[config.mk]
export PLATFORM = sky130hd
export DESIGN_NAME = flash_command_controller
export DESIGN_NICKNAME = d
export VERILOG_FILES = /design/src/flash_cmd_pkg.sv /design/src/flash_command_controller.sv
export SDC_FILE = /design/constraint.sdc
export NUM_CORES = 1
export LEC_CHECK = 0
export BUFFER_PORTS_ARGS = -buffer_cell sky130_fd_sc_hd__buf_2
export CORE_UTILIZATION = 45
export CTS_CLUSTER_SIZE = 20
export DETAILED_ROUTE_END_ITERATION = 8
export PLACE_DENSITY = 0.68
export SYNTH_ARGS = -nofsm -noshare
export SYNTH_HDL_FRONTEND = slang
export SYNTH_SLANG_ARGS = --single-unit
[constraint.sdc]
create_clock -name clock -period 1.9 [get_ports clock]
set_input_delay 0.38 -clock clock [delete_from_list [all_inputs] [get_ports clock]]
set_output_delay 0.38 -clock clock [all_outputs]
set_load 0.005 [all_outputs]
[src/flash_cmd_pkg.sv]
// Constants, register map and types for the flash command controller
// ****************************************************************
// What this block does
// Buffer-empty flag clears only on written one
// Zero to buffer-empty mid-sequence aborts, flags access
// Buffer-empty with its enable requests interrupt
// Complete flag clear while buffer-empty clear
// Fetching a waiting command keeps complete clear
// Complete flag ignores writes; enable raises interrupt
// Normal modes: fail and done read zero
// Special modes: fail writable, done read-only
// Master clears fail before a special-mode sequence
// Sector erase clears one 1024-byte sector
// Sector erase ignores data and address bits 9:0
// Master writes 0x40 then launches sector erase
// Protected sector sets violation, no launch
// Complete sets after erase unless another buffered
// Mass erase uses 0x41, erases whole array
// Any protection blocks mass erase with violation
// Only 0x05, 0x20, 0x40, 0x41 accepted
// Factory-test register reads zero, ignores writes
// High range size codes: 2K, 4K, 8K, 16K
// Each algorithm is a counted busy period
// ****************************************************************
package flash_cmd_pkg;
    localparam int ADDR_W = 8;
    localparam int IDX_W = 6;
    // Register indices; byte address is four times the index
    localparam logic [IDX_W-1:0] IDX_PROT = 6'h03;
    localparam logic [IDX_W-1:0] IDX_CONFIG = 6'h04;
    localparam logic [IDX_W-1:0] IDX_STATUS = 6'h05;
    localparam logic [IDX_W-1:0] IDX_CMD = 6'h06;
    localparam logic [IDX_W-1:0] IDX_RSVD = 6'h07;
    localparam logic [IDX_W-1:0] IDX_ADDR = 6'h08;
    localparam logic [IDX_W-1:0] IDX_ARRAY = 6'h09;
    // Status bits
    localparam int ST_BUF_EMPTY = 7;
    localparam int ST_COMPLETE = 6;
    localparam int ST_PROT_VIOL = 5;
    localparam int ST_ACC_ERR = 4;
    localparam int ST_BLANK = 2;
    localparam int ST_FAIL = 1;
    localparam int ST_DONE = 0;
    // Configuration bits
    localparam int CF_EMPTY_IE = 7;
    localparam int CF_COMPLETE_IE = 6;
    localparam int CF_SPECIAL = 0;
    // Protection bits
    localparam int PR_OPEN = 7;
    localparam int PR_HDIS = 5;
    localparam int PR_SIZE_LO = 3;
    // Commands
    localparam logic [7:0] CMD_VERIFY = 8'h05;
    localparam logic [7:0] CMD_PROGRAM = 8'h20;
    localparam logic [7:0] CMD_SECTOR = 8'h40;
    localparam logic [7:0] CMD_MASS = 8'h41;
    // Sector is 1024 bytes, so bits 9:0 do not select it
    localparam int SECTOR_LSB = 10;
    localparam logic [15:0] HIGH_BASE_2K = 16'hF800;
    localparam logic [15:0] HIGH_BASE_4K = 16'hF000;
    localparam logic [15:0] HIGH_BASE_8K = 16'hE000;
    localparam logic [15:0] HIGH_BASE_16K = 16'hC000;
    localparam int BUSY_CYCLES_DEF = 16;
    localparam logic [1:0] RESP_OKAY = 2'b00;
    localparam logic [1:0] RESP_SLVERR = 2'b10;
    localparam logic [7:0] PROT_RESET = 8'h00;

    typedef enum logic [1:0] {
        SEQ_IDLE = 2'b00,
        SEQ_ADDR = 2'b01,
        SEQ_CMD = 2'b10
    } seq_e;
endpackage

[src/flash_command_controller.sv]
// Flash command controller with AXI4-Lite register slave
`timescale 1ns/100ps
`default_nettype none
module flash_command_controller
    import flash_cmd_pkg::*;
#(
    parameter int busy_cycles = BUSY_CYCLES_DEF
)(
    input wire logic clock,
    input wire logic rst,
    input wire logic [ADDR_W-1:0] s_axi_awaddr,
    input wire logic s_axi_awvalid,
    output logic s_axi_awready,
    input wire logic [31:0] s_axi_wdata,
    input wire logic [3:0] s_axi_wstrb,
    input wire logic s_axi_wvalid,
    output logic s_axi_wready,
    output logic [1:0] s_axi_bresp,
    output logic s_axi_bvalid,
    input wire logic s_axi_bready,
    input wire logic [ADDR_W-1:0] s_axi_araddr,
    input wire logic s_axi_arvalid,
    output logic s_axi_arready,
    output logic [31:0] s_axi_rdata,
    output logic [1:0] s_axi_rresp,
    output logic s_axi_rvalid,
    input wire logic s_axi_rready,
    output logic flash_irq,
    output logic erase_busy
);
    // ************************************************************
    // State
    // ************************************************************
    typedef struct packed {
        logic aw_held;
        logic [ADDR_W-1:0] aw_addr;
        logic w_held;
        logic [31:0] w_data;
        logic [3:0] w_strb;
        logic bvalid;
        logic [1:0] bresp;
        logic rvalid;
        logic [31:0] rdata;
        logic [1:0] rresp;
        seq_e seq;
        logic buffer_empty_flag, command_complete_flag, erased_all;
        logic protection_violation_flag, access_error_flag, fail, blank;
        logic buffer_empty_irq_enable, command_complete_irq_enable, special;
        logic prot_open, prot_hdis;
        logic [1:0] high_range_size;
        logic [15:0] flash_address_latch;
        logic [7:0] command_code_bits;
        logic pend;
        logic [7:0] pend_cmd;
        logic busy;
        logic [7:0] act_cmd;
        logic [15:0] busy_cnt;
    } state_s;

    state_s s_r;
    state_s s_nxt;
    localparam logic [15:0] BUSY_LOAD = 16'(busy_cycles - 1);
    logic wr_fire, wr_lane0, wr_stat, wr_cmd, wr_array, wr_hit, launch;
    logic sector_prot, any_prot, cmd_valid, rd_hit, fin;
    logic [IDX_W-1:0] wr_idx, rd_idx;
    logic [7:0] wd, stat_word;
    logic [15:0] high_base;
    logic [31:0] rd_word;

    // ************************************************************
    // Decode and protection
    // ************************************************************
    assign wr_fire = s_r.aw_held && s_r.w_held && !s_r.bvalid;
    assign wr_idx = s_r.aw_addr[ADDR_W-1:2];
    assign wr_lane0 = s_r.w_strb[0];
    assign wd = s_r.w_data[7:0];
    assign rd_idx = s_axi_araddr[ADDR_W-1:2];
    assign fin = s_r.busy && (s_r.busy_cnt == 16'h0000);

    always_comb
    begin
        wr_hit = 1'b1;
        wr_stat = 1'b0;
        wr_cmd = 1'b0;
        wr_array = 1'b0;
        if (s_r.aw_addr[1:0] != 2'b00)
            wr_hit = 1'b0;
        else if (wr_idx == IDX_STATUS)
            wr_stat = wr_fire && wr_lane0;
        else if (wr_idx == IDX_CMD)
            wr_cmd = wr_fire && wr_lane0;
        else if (wr_idx == IDX_ARRAY)
            wr_array = wr_fire && wr_lane0;
        else if (wr_idx == IDX_PROT || wr_idx == IDX_CONFIG
            || wr_idx == IDX_RSVD || wr_idx == IDX_ADDR)
            wr_hit = 1'b1;
        else
            wr_hit = 1'b0;
    end
    always_comb
    begin
        case (s_r.high_range_size)
            2'b00: high_base = HIGH_BASE_2K;
            2'b01: high_base = HIGH_BASE_4K;
            2'b10: high_base = HIGH_BASE_8K;
            default: high_base = HIGH_BASE_16K;
        endcase
    end
    // Only the sector bits take part; the low bits are ignored
    always_comb
    begin
        logic in_high;
        in_high = s_r.flash_address_latch[15:SECTOR_LSB]
            >= high_base[15:SECTOR_LSB];
        if (s_r.prot_open)
            sector_prot = !s_r.prot_hdis && in_high;
        else
            sector_prot = s_r.prot_hdis || !in_high;
    end
    assign any_prot = !(s_r.prot_open && s_r.prot_hdis);
    assign cmd_valid = (wd == CMD_VERIFY) || (wd == CMD_PROGRAM)
        || (wd == CMD_SECTOR) || (wd == CMD_MASS);
    assign launch = wr_stat && wd[ST_BUF_EMPTY] && s_r.seq == SEQ_CMD;
    // ************************************************************
    // Read mux
    // ************************************************************
    always_comb
    begin
        stat_word = 8'h00;
        stat_word[ST_BUF_EMPTY] = s_r.buffer_empty_flag;
        stat_word[ST_COMPLETE] = s_r.command_complete_flag;
        stat_word[ST_PROT_VIOL] = s_r.protection_violation_flag;
        stat_word[ST_ACC_ERR] = s_r.access_error_flag;
        stat_word[ST_BLANK] = s_r.blank;
        // Fail and done are hidden outside special modes
        stat_word[ST_FAIL] = s_r.special && s_r.fail;
        stat_word[ST_DONE] = s_r.special && !s_r.busy;
    end

    always_comb
    begin
        rd_word = 32'h0000_0000;
        rd_hit = 1'b1;
        if (s_axi_araddr[1:0] != 2'b00)
            rd_hit = 1'b0;
        else if (rd_idx == IDX_STATUS)
            rd_word[7:0] = stat_word;
        else if (rd_idx == IDX_CONFIG)
        begin
            rd_word[CF_EMPTY_IE] = s_r.buffer_empty_irq_enable;
            rd_word[CF_COMPLETE_IE] = s_r.command_complete_irq_enable;
            rd_word[CF_SPECIAL] = s_r.special;
        end
        else if (rd_idx == IDX_PROT)
        begin
            rd_word[PR_OPEN] = s_r.prot_open;
            rd_word[PR_HDIS] = s_r.prot_hdis;
            rd_word[PR_SIZE_LO+1:PR_SIZE_LO] = s_r.high_range_size;
        end
        else if (rd_idx == IDX_CMD)
            rd_word[7:0] = s_r.command_code_bits;
        else if (rd_idx == IDX_ADDR)
            rd_word[15:0] = s_r.flash_address_latch;
        else if (rd_idx == IDX_RSVD || rd_idx == IDX_ARRAY)
            rd_word = 32'h0000_0000;
        else
            rd_hit = 1'b0;
    end

    // ************************************************************
    // Next state
    // ************************************************************
    always_comb
    begin
        s_nxt = s_r;
        if (s_axi_awvalid && !s_r.aw_held)
        begin
            s_nxt.aw_held = 1'b1;
            s_nxt.aw_addr = s_axi_awaddr;
        end
        if (s_axi_wvalid && !s_r.w_held)
        begin
            s_nxt.w_held = 1'b1;
            s_nxt.w_data = s_axi_wdata;
            s_nxt.w_strb = s_axi_wstrb;
        end
        if (s_r.bvalid && s_axi_bready)
            s_nxt.bvalid = 1'b0;
        if (s_r.rvalid && s_axi_rready)
            s_nxt.rvalid = 1'b0;
        if (s_axi_arvalid && !s_r.rvalid)
        begin
            s_nxt.rvalid = 1'b1;
            s_nxt.rdata = rd_word;
            s_nxt.rresp = rd_hit ? RESP_OKAY : RESP_SLVERR;
        end
        // Erase engine: completion, then fetch of a waiting command
        if (fin)
        begin
            s_nxt.busy = 1'b0;
            if (s_r.act_cmd == CMD_MASS)
                s_nxt.erased_all = 1'b1;
            else if (s_r.act_cmd == CMD_PROGRAM)
                s_nxt.erased_all = 1'b0;
            else if (s_r.act_cmd == CMD_VERIFY)
                s_nxt.blank = s_r.erased_all;
            if (!s_r.pend)
                s_nxt.command_complete_flag = 1'b1;
        end
        if (s_r.pend && (!s_r.busy || fin))
        begin
            // Complete flag is left alone here so it stays clear
            s_nxt.busy = 1'b1;
            s_nxt.act_cmd = s_r.pend_cmd;
            s_nxt.busy_cnt = BUSY_LOAD;
            s_nxt.pend = 1'b0;
            s_nxt.buffer_empty_flag = 1'b1;
        end
        else if (s_r.busy && !fin)
            s_nxt.busy_cnt = s_r.busy_cnt - 16'h0001;
        if (wr_fire)
        begin
            s_nxt.aw_held = 1'b0;
            s_nxt.w_held = 1'b0;
            s_nxt.bvalid = 1'b1;
            s_nxt.bresp = wr_hit ? RESP_OKAY : RESP_SLVERR;
            if (wr_lane0 && wr_idx == IDX_CONFIG)
            begin
                s_nxt.buffer_empty_irq_enable = wd[CF_EMPTY_IE];
                s_nxt.command_complete_irq_enable = wd[CF_COMPLETE_IE];
                s_nxt.special = wd[CF_SPECIAL];
            end
            if (wr_lane0 && wr_idx == IDX_PROT)
            begin
                s_nxt.prot_open = wd[PR_OPEN];
                s_nxt.prot_hdis = wd[PR_HDIS];
                if (wd[PR_HDIS] || s_r.prot_hdis)
                    s_nxt.high_range_size = wd[PR_SIZE_LO+1:PR_SIZE_LO];
            end
            if (wr_lane0 && wr_idx == IDX_ADDR)
                s_nxt.flash_address_latch[7:0] = wd;
            if (s_r.w_strb[1] && wr_idx == IDX_ADDR)
                s_nxt.flash_address_latch[15:8] = s_r.w_data[15:8];
        end

        // Error flags clear first so a same-cycle set wins
        if (wr_stat)
        begin
            if (wd[ST_PROT_VIOL])
                s_nxt.protection_violation_flag = 1'b0;
            if (wd[ST_ACC_ERR])
                s_nxt.access_error_flag = 1'b0;
            if (s_r.special)
                s_nxt.fail = wd[ST_FAIL];
            if (launch)
            begin
                s_nxt.seq = SEQ_IDLE;
                if ((s_r.command_code_bits == CMD_SECTOR && sector_prot)
                    || (s_r.command_code_bits == CMD_MASS && any_prot))
                    s_nxt.protection_violation_flag = 1'b1;
                else
                begin
                    s_nxt.pend = 1'b1;
                    s_nxt.pend_cmd = s_r.command_code_bits;
                    s_nxt.buffer_empty_flag = 1'b0;
                end
            end
            else if (s_r.seq != SEQ_IDLE)
            begin
                // Zero aborts; a one before the command is out of order
                s_nxt.seq = SEQ_IDLE;
                s_nxt.access_error_flag = 1'b1;
            end
        end
        if (wr_array)
        begin
            if (s_r.buffer_empty_flag && s_r.seq == SEQ_IDLE)
            begin
                s_nxt.flash_address_latch = s_r.w_data[31:16];
                s_nxt.seq = SEQ_ADDR;
            end
            else
            begin
                s_nxt.seq = SEQ_IDLE;
                s_nxt.access_error_flag = 1'b1;
            end
        end
        if (wr_cmd)
        begin
            if (s_r.seq == SEQ_ADDR && cmd_valid)
            begin
                s_nxt.command_code_bits = wd;
                s_nxt.seq = SEQ_CMD;
            end
            else
            begin
                s_nxt.seq = SEQ_IDLE;
                s_nxt.access_error_flag = 1'b1;
            end
        end
        // Complete flag follows buffer-empty down; writes never reach it
        s_nxt.command_complete_flag = s_nxt.command_complete_flag
            && s_nxt.buffer_empty_flag;
    end

    always_ff @(posedge clock)
    begin
        if (rst)
        begin
            s_r <= '0;
            s_r.buffer_empty_flag <= 1'b1;
            s_r.command_complete_flag <= 1'b1;
            {s_r.prot_open, s_r.prot_hdis} <= {PROT_RESET[PR_OPEN],
                PROT_RESET[PR_HDIS]};
        end
        else
            s_r <= s_nxt;
    end

    // ************************************************************
    // Outputs
    // ************************************************************
    assign s_axi_awready = !s_r.aw_held;
    assign s_axi_wready = !s_r.w_held;
    assign s_axi_bvalid = s_r.bvalid;
    assign s_axi_bresp = s_r.bresp;
    assign s_axi_arready = !s_r.rvalid;
    assign s_axi_rvalid = s_r.rvalid;
    assign s_axi_rdata = s_r.rdata;
    assign s_axi_rresp = s_r.rresp;
    assign erase_busy = s_r.busy;
    assign flash_irq =
        (s_r.buffer_empty_flag && s_r.buffer_empty_irq_enable)
        || (s_r.command_complete_flag
            && s_r.command_complete_irq_enable);
endmodule
`default_nettype wire

==> results of run 1 <==
==> where the power goes <==
part | switching [uW] | internal, uW
sequential | 50.7 | 2960
combinational | 232 | 162
clock | 1290 | 2020
total | 1580 | 5150
==> state kept, by name, summed over array words and instances, names as in the netlist <==
register	cells
s_axi_rvalid	1
s_axi_bresp	1
erase_busy	1
s_axi_rresp	1
s_axi_bvalid	1
s_axi_rdata	16
s_r	117
==> how the worst min path moves through the flow <==
| stage | endpoint | slack [ns] | cells past startpoint |
|---|---|---|---|
| finish | s_r[134] | 0.20 | 3 |
| global route | s_r[134] | 0.18 | 3 |
| CTS | s_r[134] | 0.18 | 3 |
| detailed placement | s_axi_rdata[7] | 0.45 | 2 |
| global placement | s_axi_rdata[7] | 0.44 | 2 |
| floorplan | s_axi_rdata[4] | 0.43 | 2 |
==> cell type report <==
| type | instances | area share (%) |
|---|---|---|
| Tap cell | 180 | 2.91 |
| Clock inverter | 11 | 1.76 |
| Inverter | 12 | 0.583 |
| Sequential cell | 138 | 35.8 |
| Timing Repair Buffer | 127 | 10.2 |
| Clock buffer | 21 | 5.96 |
| Multi-Input combinational cell | 519 | 42.7 |
==> stage by stage <==
stage | util, % | area, um2 | worst slack, ns
after global routing | 55.9 | 7730 | -0.0401
final | 55.9 | 7730 | 0.0309
after detailed placement | 50.5 | 6980 | -0.0336
after global placement | 50.5 | 6980 | 0.00618
after floorplan | - | 6440 | 0.0764
after CTS | 55.3 | 7640 | 0.00903
==> cells in the final DEF (no fill, tap or decap), types with 5 or more instances in the layout <==
cell type                     n
sky130_fd_sc_hd__dfxtp_1    133
sky130_fd_sc_hd__nor2_1      90
sky130_fd_sc_hd__nand2_1     88
sky130_fd_sc_hd__buf_2       80
sky130_fd_sc_hd__a21oi_1     63
sky130_fd_sc_hd__mux2i_1     43
sky130_fd_sc_hd__buf_4       42
sky130_fd_sc_hd__a211oi_1    25
sky130_fd_sc_hd__conb_1      18
sky130_fd_sc_hd__nor3_1      17
sky130_fd_sc_hd__clkbuf_16   17
sky130_fd_sc_hd__nand3_1     13
sky130_fd_sc_hd__a22oi_1     12
sky130_fd_sc_hd__inv_1       11
sky130_fd_sc_hd__xor2_1       8
sky130_fd_sc_hd__nand4_1      7
sky130_fd_sc_hd__and3_1       7
sky130_fd_sc_hd__nand2b_1     6
sky130_fd_sc_hd__nor2b_1      6
sky130_fd_sc_hd__nor4_1       6
sky130_fd_sc_hd__mux2_2       5
sky130_fd_sc_hd__dfxtp_2      5
==> tightest hold or removal path, cell delays in order <==
cell,delay [ns]
sky130_fd_sc_hd__buf_2,0.09
sky130_fd_sc_hd__nand2_1,0.04
sky130_fd_sc_hd__a21oi_1,0.05
==> metal layers <==
metal	global-route usage, %	share of wire, %	up-vias
met1	29.3	46	2602
li1	-	-	2705
met2	34.0	46	171
met3	6.86	6.6	21
met5	0	0	-
met4	6.79	1.2	0
==> cell families after synthesis <==
kind of cell / after synthesis / synth area share (%)
XOR/XNOR: 12 / 1.65
multiplexers: 48 / 7.65
buffers and inverters: 88 / 7.80
AND/OR/NAND/NOR: 298 / 24.6
flip-flops: 138 / 43.4
AO/OA/AOI/OAI: 138 / 14.1
adder cells (fa/ha/maj): 4 / 0.786
other: 1 / 0.0589
==> what timing repair did <==
action	4_1_cts	5_1_grt
cloned	1	0
setup endpoints to repair	21	45
buffers inserted	1	2
gates resized for setup	10	19
pin swaps	8	13
==> metrics.txt, run 1 <==
# TYPE chip_impl_metric gauge
chip_impl_metric{name="drt_first_iter_violations",unit=""} 389
chip_impl_info{name="cp-startpoint",value="s_r[58]"} 1
chip_impl_metric{name="maximum_clock_rate",unit="MHz"} 535
chip_impl_metric{name="skew",unit="ns"} 0.00560
chip_impl_metric{name="slowest_delay",unit="ns"} 0.57
chip_impl_metric{name="synth.ff_latch_count",unit=""} 138
chip_impl_metric{name="ff_latch_area",unit="um2"} 2770
chip_impl_info{name="yosys-top-cells-area",value="sky130_fd_sc_hd__dfxtp_1, sky130_fd_sc_hd__mux2i_1, sky130_fd_sc_hd__nor2_1"} 1
chip_impl_metric{name="netlist-cell-type-count",unit=""} 75
chip_impl_metric{name="vias_per_cell",unit=""} 5.46
chip_impl_info{name="cpMaxStageDelayCell",value="sky130_fd_sc_hd__or4b_4"} 1
chip_impl_metric{name="track_usage",unit="%"} 22.0
chip_impl_metric{name="final_cell_count_no_fill",unit=""} 1008
chip_impl_metric{name="ctsLongestPathBuffers",unit=""} 2
chip_impl_metric{name="cp_data_arrival_time",unit="ns"} 2.23
chip_impl_info{name="setup_repair_after_global_routing_missed_its_margin",value="yes"} 1
chip_impl_metric{name="rr_worst_depth",unit=""} 7
chip_impl_metric{name="antenna_violations_before_repair",unit=""} 0
chip_impl_metric{name="max-slew-margin-rel",unit="%"} 60.0
chip_impl_info{name="yosys.cell_count.top_type",value="sky130_fd_sc_hd__dfxtp_1"} 1
chip_impl_metric{name="detailedPlacementHpwl",unit="mm"} 11.0
chip_impl_metric{name="cp_max_fo",unit=""} 4
chip_impl_info{name="setup.worst_path.end",value="s_r[31]"} 1
chip_impl_metric{name="cp_num_buf_inv",unit=""} 0
chip_impl_metric{name="holdBufCountCts",unit=""} 0
chip_impl_metric{name="max_slew.worst_pin.slew",unit="ns"} 0.594
chip_impl_metric{name="synth_top_cell_area_share",unit="%"} 43.4
chip_impl_metric{name="timing.critical_path.depth",unit=""} 7
chip_impl_metric{name="post-layout-total-power",unit="uW"} 6720
chip_impl_metric{name="final_hold_viol_count",unit=""} 0
chip_impl_metric{name="grt_max_degree",unit=""} 60
chip_impl_info{name="netlist_top_cells_count",value="sky130_fd_sc_hd__dfxtp_1, sky130_fd_sc_hd__nor2_1, sky130_fd_sc_hd__nand2_1"} 1
chip_impl_metric{name="insertedDiodeCount",unit=""} 0
chip_impl_info{name="timing.rr.end",value="s_r[31]"} 1
chip_impl_metric{name="wl_per_cell",unit="um"} 15.3
chip_impl_metric{name="finish.net_count",unit=""} 878
chip_impl_metric{name="numCtsBuffers",unit=""} 17
chip_impl_metric{name="fp.dieW",unit="um"} 121
chip_impl_metric{name="clk_latency",unit="ns"} 0.42
chip_impl_info{name="synth_top_flop_cell",value="sky130_fd_sc_hd__dfxtp_1"} 1
chip_impl_metric{name="layout_min_cycle_time",unit="ns"} 1.87
chip_impl_info{name="hp-start",value="s_axi_wdata[18]"} 1
chip_impl_info{name="crit_chain",value="and2_4 -> ha_4 -> nand4_1 -> a21oi_2 -> or4b_4 -> a211o_1 -> nand3_1"} 1
chip_impl_metric{name="die_ar",unit="um2"} 14600
chip_impl_metric{name="final.fill_count",unit=""} 1214
chip_impl_metric{name="path_clk_slew",unit="ns"} 0.06
chip_impl_metric{name="total_leakage_power",unit="uW"} 0.00325
chip_impl_metric{name="cts_max_level",unit=""} 4
chip_impl_metric{name="p_per_area",unit="nW/um2"} 869
chip_impl_metric{name="synth_seq_area_share",unit="%"} 43.4
chip_impl_metric{name="fp-row-count",unit=""} 43
chip_impl_metric{name="async_flop_share",unit="%"} 0
chip_impl_metric{name="first_pass_grt_wire_length",unit="mm"} 25.1
chip_impl_metric{name="gp_routability_congestion",unit=""} 0.878
chip_impl_metric{name="cts_sinks",unit=""} 138
chip_impl_info{name="end_kind",value="flip-flop"} 1
chip_impl_metric{name="io_pins",unit=""} 102
chip_impl_metric{name="syn_area_per_cell",unit="um2"} 8.76
chip_impl_metric{name="hold_slack",unit="ns"} 0.197
chip_impl_metric{name="synthesis.instances",unit=""} 727
chip_impl_metric{name="die_h",unit="um"} 121
chip_impl_metric{name="synth-warning-count",unit=""} 0
chip_impl_metric{name="synth_cell_area",unit="um2"} 6370
chip_impl_info{name="timing.hold.worst.class",value="primary input to flip-flop"} 1
chip_impl_info{name="status",value="completed"} 1
chip_impl_info{name="worst-setup-path-type",value="flip-flop to flip-flop"} 1
chip_impl_metric{name="max-cap-violations",unit=""} 0
chip_impl_metric{name="totalNegativeSetupSlack",unit="ns"} 0
chip_impl_metric{name="r2r_setup_slack",unit="ns"} 0.03
chip_impl_metric{name="worst_ep_required_time",unit="ns"} 2.26
chip_impl_info{name="worstSetupStartpointType",value="flip-flop"} 1
chip_impl_metric{name="grt_overflow_total",unit=""} 0
chip_impl_metric{name="area_growth",unit="%"} 21.4
chip_impl_info{name="tritoncts",value="yes"} 1
chip_impl_info{name="clockRootBuffer",value="sky130_fd_sc_hd__clkbuf_16"} 1
chip_impl_metric{name="timing.final.crit_share",unit="%"} 98.4
chip_impl_info{name="r2r_startpoint",value="s_r[58]"} 1
chip_impl_metric{name="drc",unit=""} 0
chip_impl_metric{name="port_buffers",unit=""} 81
chip_impl_metric{name="numPlacedInstances",unit=""} 973
chip_impl_metric{name="power.ir.vdd_worst",unit="mV"} 0.639
chip_impl_metric{name="initial_utilization",unit="%"} 46.0
chip_impl_metric{name="setup_viol",unit=""} 0
chip_impl_info{name="synth_top_cell_by_area",value="sky130_fd_sc_hd__dfxtp_1"} 1
chip_impl_metric{name="finalMaxSlewViolations",unit=""} 0
chip_impl_metric{name="layout-drive-gt1-share",unit="%"} 24.9
chip_impl_metric{name="drt-pass1-iter-count",unit=""} 5
chip_impl_metric{name="dr_total_vias",unit=""} 5499
chip_impl_metric{name="vias_in_the_first_global_route",unit=""} 5125
chip_impl_info{name="critical-path-top-delay-family",value="simple AND/OR/NAND/NOR gates"} 1
chip_impl_metric{name="core_area",unit="um2"} 13800
chip_impl_metric{name="number_of_synthesized_flops_with_an_enable_pin",unit=""} 0
chip_impl_metric{name="route.antenna.remaining_nets",unit=""} 0
chip_impl_metric{name="finalWirelength",unit="mm"} 15.4
chip_impl_metric{name="multiInputGateArea",unit="um2"} 3300
Note: power is estimated with default switching activity, not from simulation.
==> run 2: changes to the inputs <==
Settings changed: PLACE_DENSITY 0.68 to 0.66, REMOVE_ABC_BUFFERS set to 1.
Clock period 1.9 ns to 2.35 ns, I/O delays scaled along.
==> run 2 against run 1 <==
  * Fmax shrank 15%
  * Critical endpoint is now s_r[25]
  * Combinational power shrank 26%
  * Largest power group unchanged
  * Global-route usage shrank 1.1 points
==> metrics.txt, run 2 (synthesized netlist as in run 1, its figures left out) <==
# TYPE chip_impl_metric gauge
chip_impl_metric{name="gp_routability_congestion",unit=""} 0.873
chip_impl_metric{name="fp.dieW",unit="um"} 121
chip_impl_metric{name="largest_reg_flops",unit=""} 117
chip_impl_metric{name="layout_min_cycle_time",unit="ns"} 2.21
chip_impl_metric{name="track_usage",unit="%"} 20.9
chip_impl_metric{name="fp-row-count",unit=""} 43
chip_impl_metric{name="holdBufCountCts",unit=""} 0
chip_impl_metric{name="power.ir.vdd_worst",unit="mV"} 0.560
chip_impl_info{name="layout_commonest_cell",value="sky130_fd_sc_hd__dfxtp_1"} 1
chip_impl_metric{name="insertedDiodeCount",unit=""} 0
chip_impl_metric{name="timing.final.crit_share",unit="%"} 94.1
chip_impl_metric{name="maximum_clock_rate",unit="MHz"} 452
chip_impl_info{name="topRoutingLayerUsed",value="met4"} 1
chip_impl_metric{name="route.met2.wl",unit="mm"} 7.30
chip_impl_info{name="regMostFlops",value="s_r"} 1
chip_impl_metric{name="finish.net_count",unit=""} 853
chip_impl_metric{name="grt_max_degree",unit=""} 41
chip_impl_info{name="status",value="completed"} 1
chip_impl_metric{name="worst_ep_required_time",unit="ns"} 2.65
chip_impl_metric{name="placed_cell_area",unit="um2"} 6780
chip_impl_metric{name="numCtsBuffers",unit=""} 17
chip_impl_info{name="setup_repair_after_global_routing_missed_its_margin",value="no"} 1
chip_impl_metric{name="vias_in_the_first_global_route",unit=""} 4816
chip_impl_metric{name="die_ar",unit="um2"} 14600
chip_impl_metric{name="area_growth",unit="%"} 15.6
chip_impl_metric{name="finalWirelength",unit="mm"} 15.0
chip_impl_metric{name="drc",unit=""} 0
chip_impl_metric{name="p_clk_share",unit="%"} 49.0
chip_impl_metric{name="cts_max_level",unit=""} 4
chip_impl_metric{name="cts_repair_resize_count",unit=""} 0
chip_impl_info{name="worstSetupStartpointType",value="flip-flop"} 1
chip_impl_metric{name="io_pins",unit=""} 102
chip_impl_info{name="tritoncts",value="yes"} 1
chip_impl_metric{name="hold_slack",unit="ns"} 0.272
chip_impl_metric{name="setup_viol",unit=""} 0
chip_impl_metric{name="die_h",unit="um"} 121
chip_impl_metric{name="power.switching_fraction",unit="%"} 25.1
chip_impl_metric{name="port_buffers",unit=""} 81
chip_impl_metric{name="finalMaxSlewViolations",unit=""} 0
chip_impl_metric{name="met3WireLength",unit="um"} 685
chip_impl_metric{name="first_pass_grt_wire_length",unit="mm"} 23.9
chip_impl_metric{name="wl_per_cell",unit="um"} 15.3
chip_impl_info{name="clockRootBuffer",value="sky130_fd_sc_hd__clkbuf_16"} 1
chip_impl_metric{name="dr_total_vias",unit=""} 5335
chip_impl_metric{name="drt-pass1-iter-count",unit=""} 4
chip_impl_metric{name="max_slew.worst_pin.slew",unit="ns"} 0.627
chip_impl_metric{name="grt_overflow_total",unit=""} 0
chip_impl_metric{name="cts_sinks",unit=""} 138
chip_impl_info{name="mostFrequentLayoutCells",value="sky130_fd_sc_hd__dfxtp_1, sky130_fd_sc_hd__nor2_1, sky130_fd_sc_hd__nand2_1, sky130_fd_sc_hd__buf_2, sky130_fd_sc_hd__a21oi_1"} 1
chip_impl_metric{name="route.antenna.remaining_nets",unit=""} 0
chip_impl_metric{name="p_per_area",unit="nW/um2"} 727
chip_impl_metric{name="internal_power",unit="uW"} 4010
chip_impl_info{name="worst-setup-path-type",value="flip-flop to flip-flop"} 1
chip_impl_metric{name="detailedPlacementHpwl",unit="mm"} 10.8
chip_impl_metric{name="ctsLongestPathBuffers",unit=""} 2
chip_impl_metric{name="max-cap-violations",unit=""} 0
chip_impl_metric{name="max-slew-margin-rel",unit="%"} 58.2
chip_impl_metric{name="p_switching",unit="uW"} 1340
chip_impl_metric{name="skew",unit="ns"} 0.0170
chip_impl_info{name="end_kind",value="flip-flop"} 1
chip_impl_metric{name="combPwrFrac",unit="%"} 5.4
chip_impl_metric{name="antenna_violations_before_repair",unit=""} 0
chip_impl_metric{name="dp_worst_setup_slack",unit="ns"} 0.152
chip_impl_metric{name="core_area",unit="um2"} 13800
chip_impl_metric{name="final_hold_viol_count",unit=""} 0
chip_impl_metric{name="cp_data_arrival_time",unit="ns"} 2.51
chip_impl_metric{name="finalCoreUtilization",unit="%"} 53.2
chip_impl_metric{name="initial_utilization",unit="%"} 46.0
chip_impl_metric{name="drt_first_iter_violations",unit=""} 321
chip_impl_metric{name="post-route-worst-setup-slack",unit="ns"} 0.139
chip_impl_metric{name="total_leakage_power",unit="uW"} 0.00308
chip_impl_metric{name="cp_max_fo",unit=""} 7
chip_impl_metric{name="clk_latency",unit="ns"} 0.43
chip_impl_metric{name="vias_per_cell",unit=""} 5.43
chip_impl_metric{name="wl_met1",unit="mm"} 6.84
chip_impl_metric{name="cts_setup_buffers",unit=""} 0
chip_impl_metric{name="totalNegativeSetupSlack",unit="ns"} 0
chip_impl_metric{name="path_clk_slew",unit="ns"} 0.07
chip_impl_info{name="timing.hold.worst.class",value="primary input to flip-flop"} 1
chip_impl_metric{name="seq_power_share",unit="%"} 45.6
chip_impl_metric{name="layout-drive-gt1-share",unit="%"} 20.3
chip_impl_metric{name="post_layout_inst_area",unit="um2"} 7360
run 2: cell type report:
| cell class | instances | area (um2) |
|---|---|---|
| clock inverters | 14 | 153 |
| repair buffers | 103 | 573 |
| clock buffers | 18 | 429 |
| inverters | 12 | 45.0 |
| flip-flops and latches | 138 | 2760 |
| fillers | 1265 | 6470 |
| well taps | 180 | 225 |
| multi-input cells | 518 | 3170 |
run 2: worst max-delay path, stage by stage (launching register included):
cell and delay [ns]:
sky130_fd_sc_hd__dfxtp_1 0.35, sky130_fd_sc_hd__and2_1 0.18, sky130_fd_sc_hd__ha_1 0.29, sky130_fd_sc_hd__a21oi_1 0.13
sky130_fd_sc_hd__nor2_1 0.06, sky130_fd_sc_hd__or4b_2 0.67, sky130_fd_sc_hd__nand3_1 0.15, sky130_fd_sc_hd__buf_4 0.16
sky130_fd_sc_hd__o311ai_1 0.09
run 2: path summary, 6_finish.rpt:
kind	start	endpoint	slack [ns]	cells after the start
worst max-delay path	s_r[59]	s_r[25]	0.14	8
worst min-delay path	s_axi_wdata[8]	s_r[124]	0.27	3
worst max register to register	s_r[59]	s_r[25]	0.14	8
worst min register to register	s_r[135]	s_r[135]	0.46	2
run 2: metrics by stage:
stage                     cells  total power, uW
after CTS                   983             5400
after global routing        983             5540
final                       983             5350
after detailed placement    951             2780
after floorplan             668             2620
after global placement      951             2770
run 2: layer usage:
layer | vias to the layer above | GRT usage [%]
met1 | 2521 | 26.9
met3 | 14 | 5.31
met2 | 152 | 33.6
met5 | - | 0
met4 | 0 | 7.72
li1 | 2648 | -
run 2: power by group through the flow:
stage	sequential, uW	clock, uW	combinational [uW]
final	2440	2620	290
after CTS	2440	2670	291
after detailed placement	2490	0	290
after global routing	2440	2770	325
after global placement	2490	0	282
after floorplan	2480	0	144
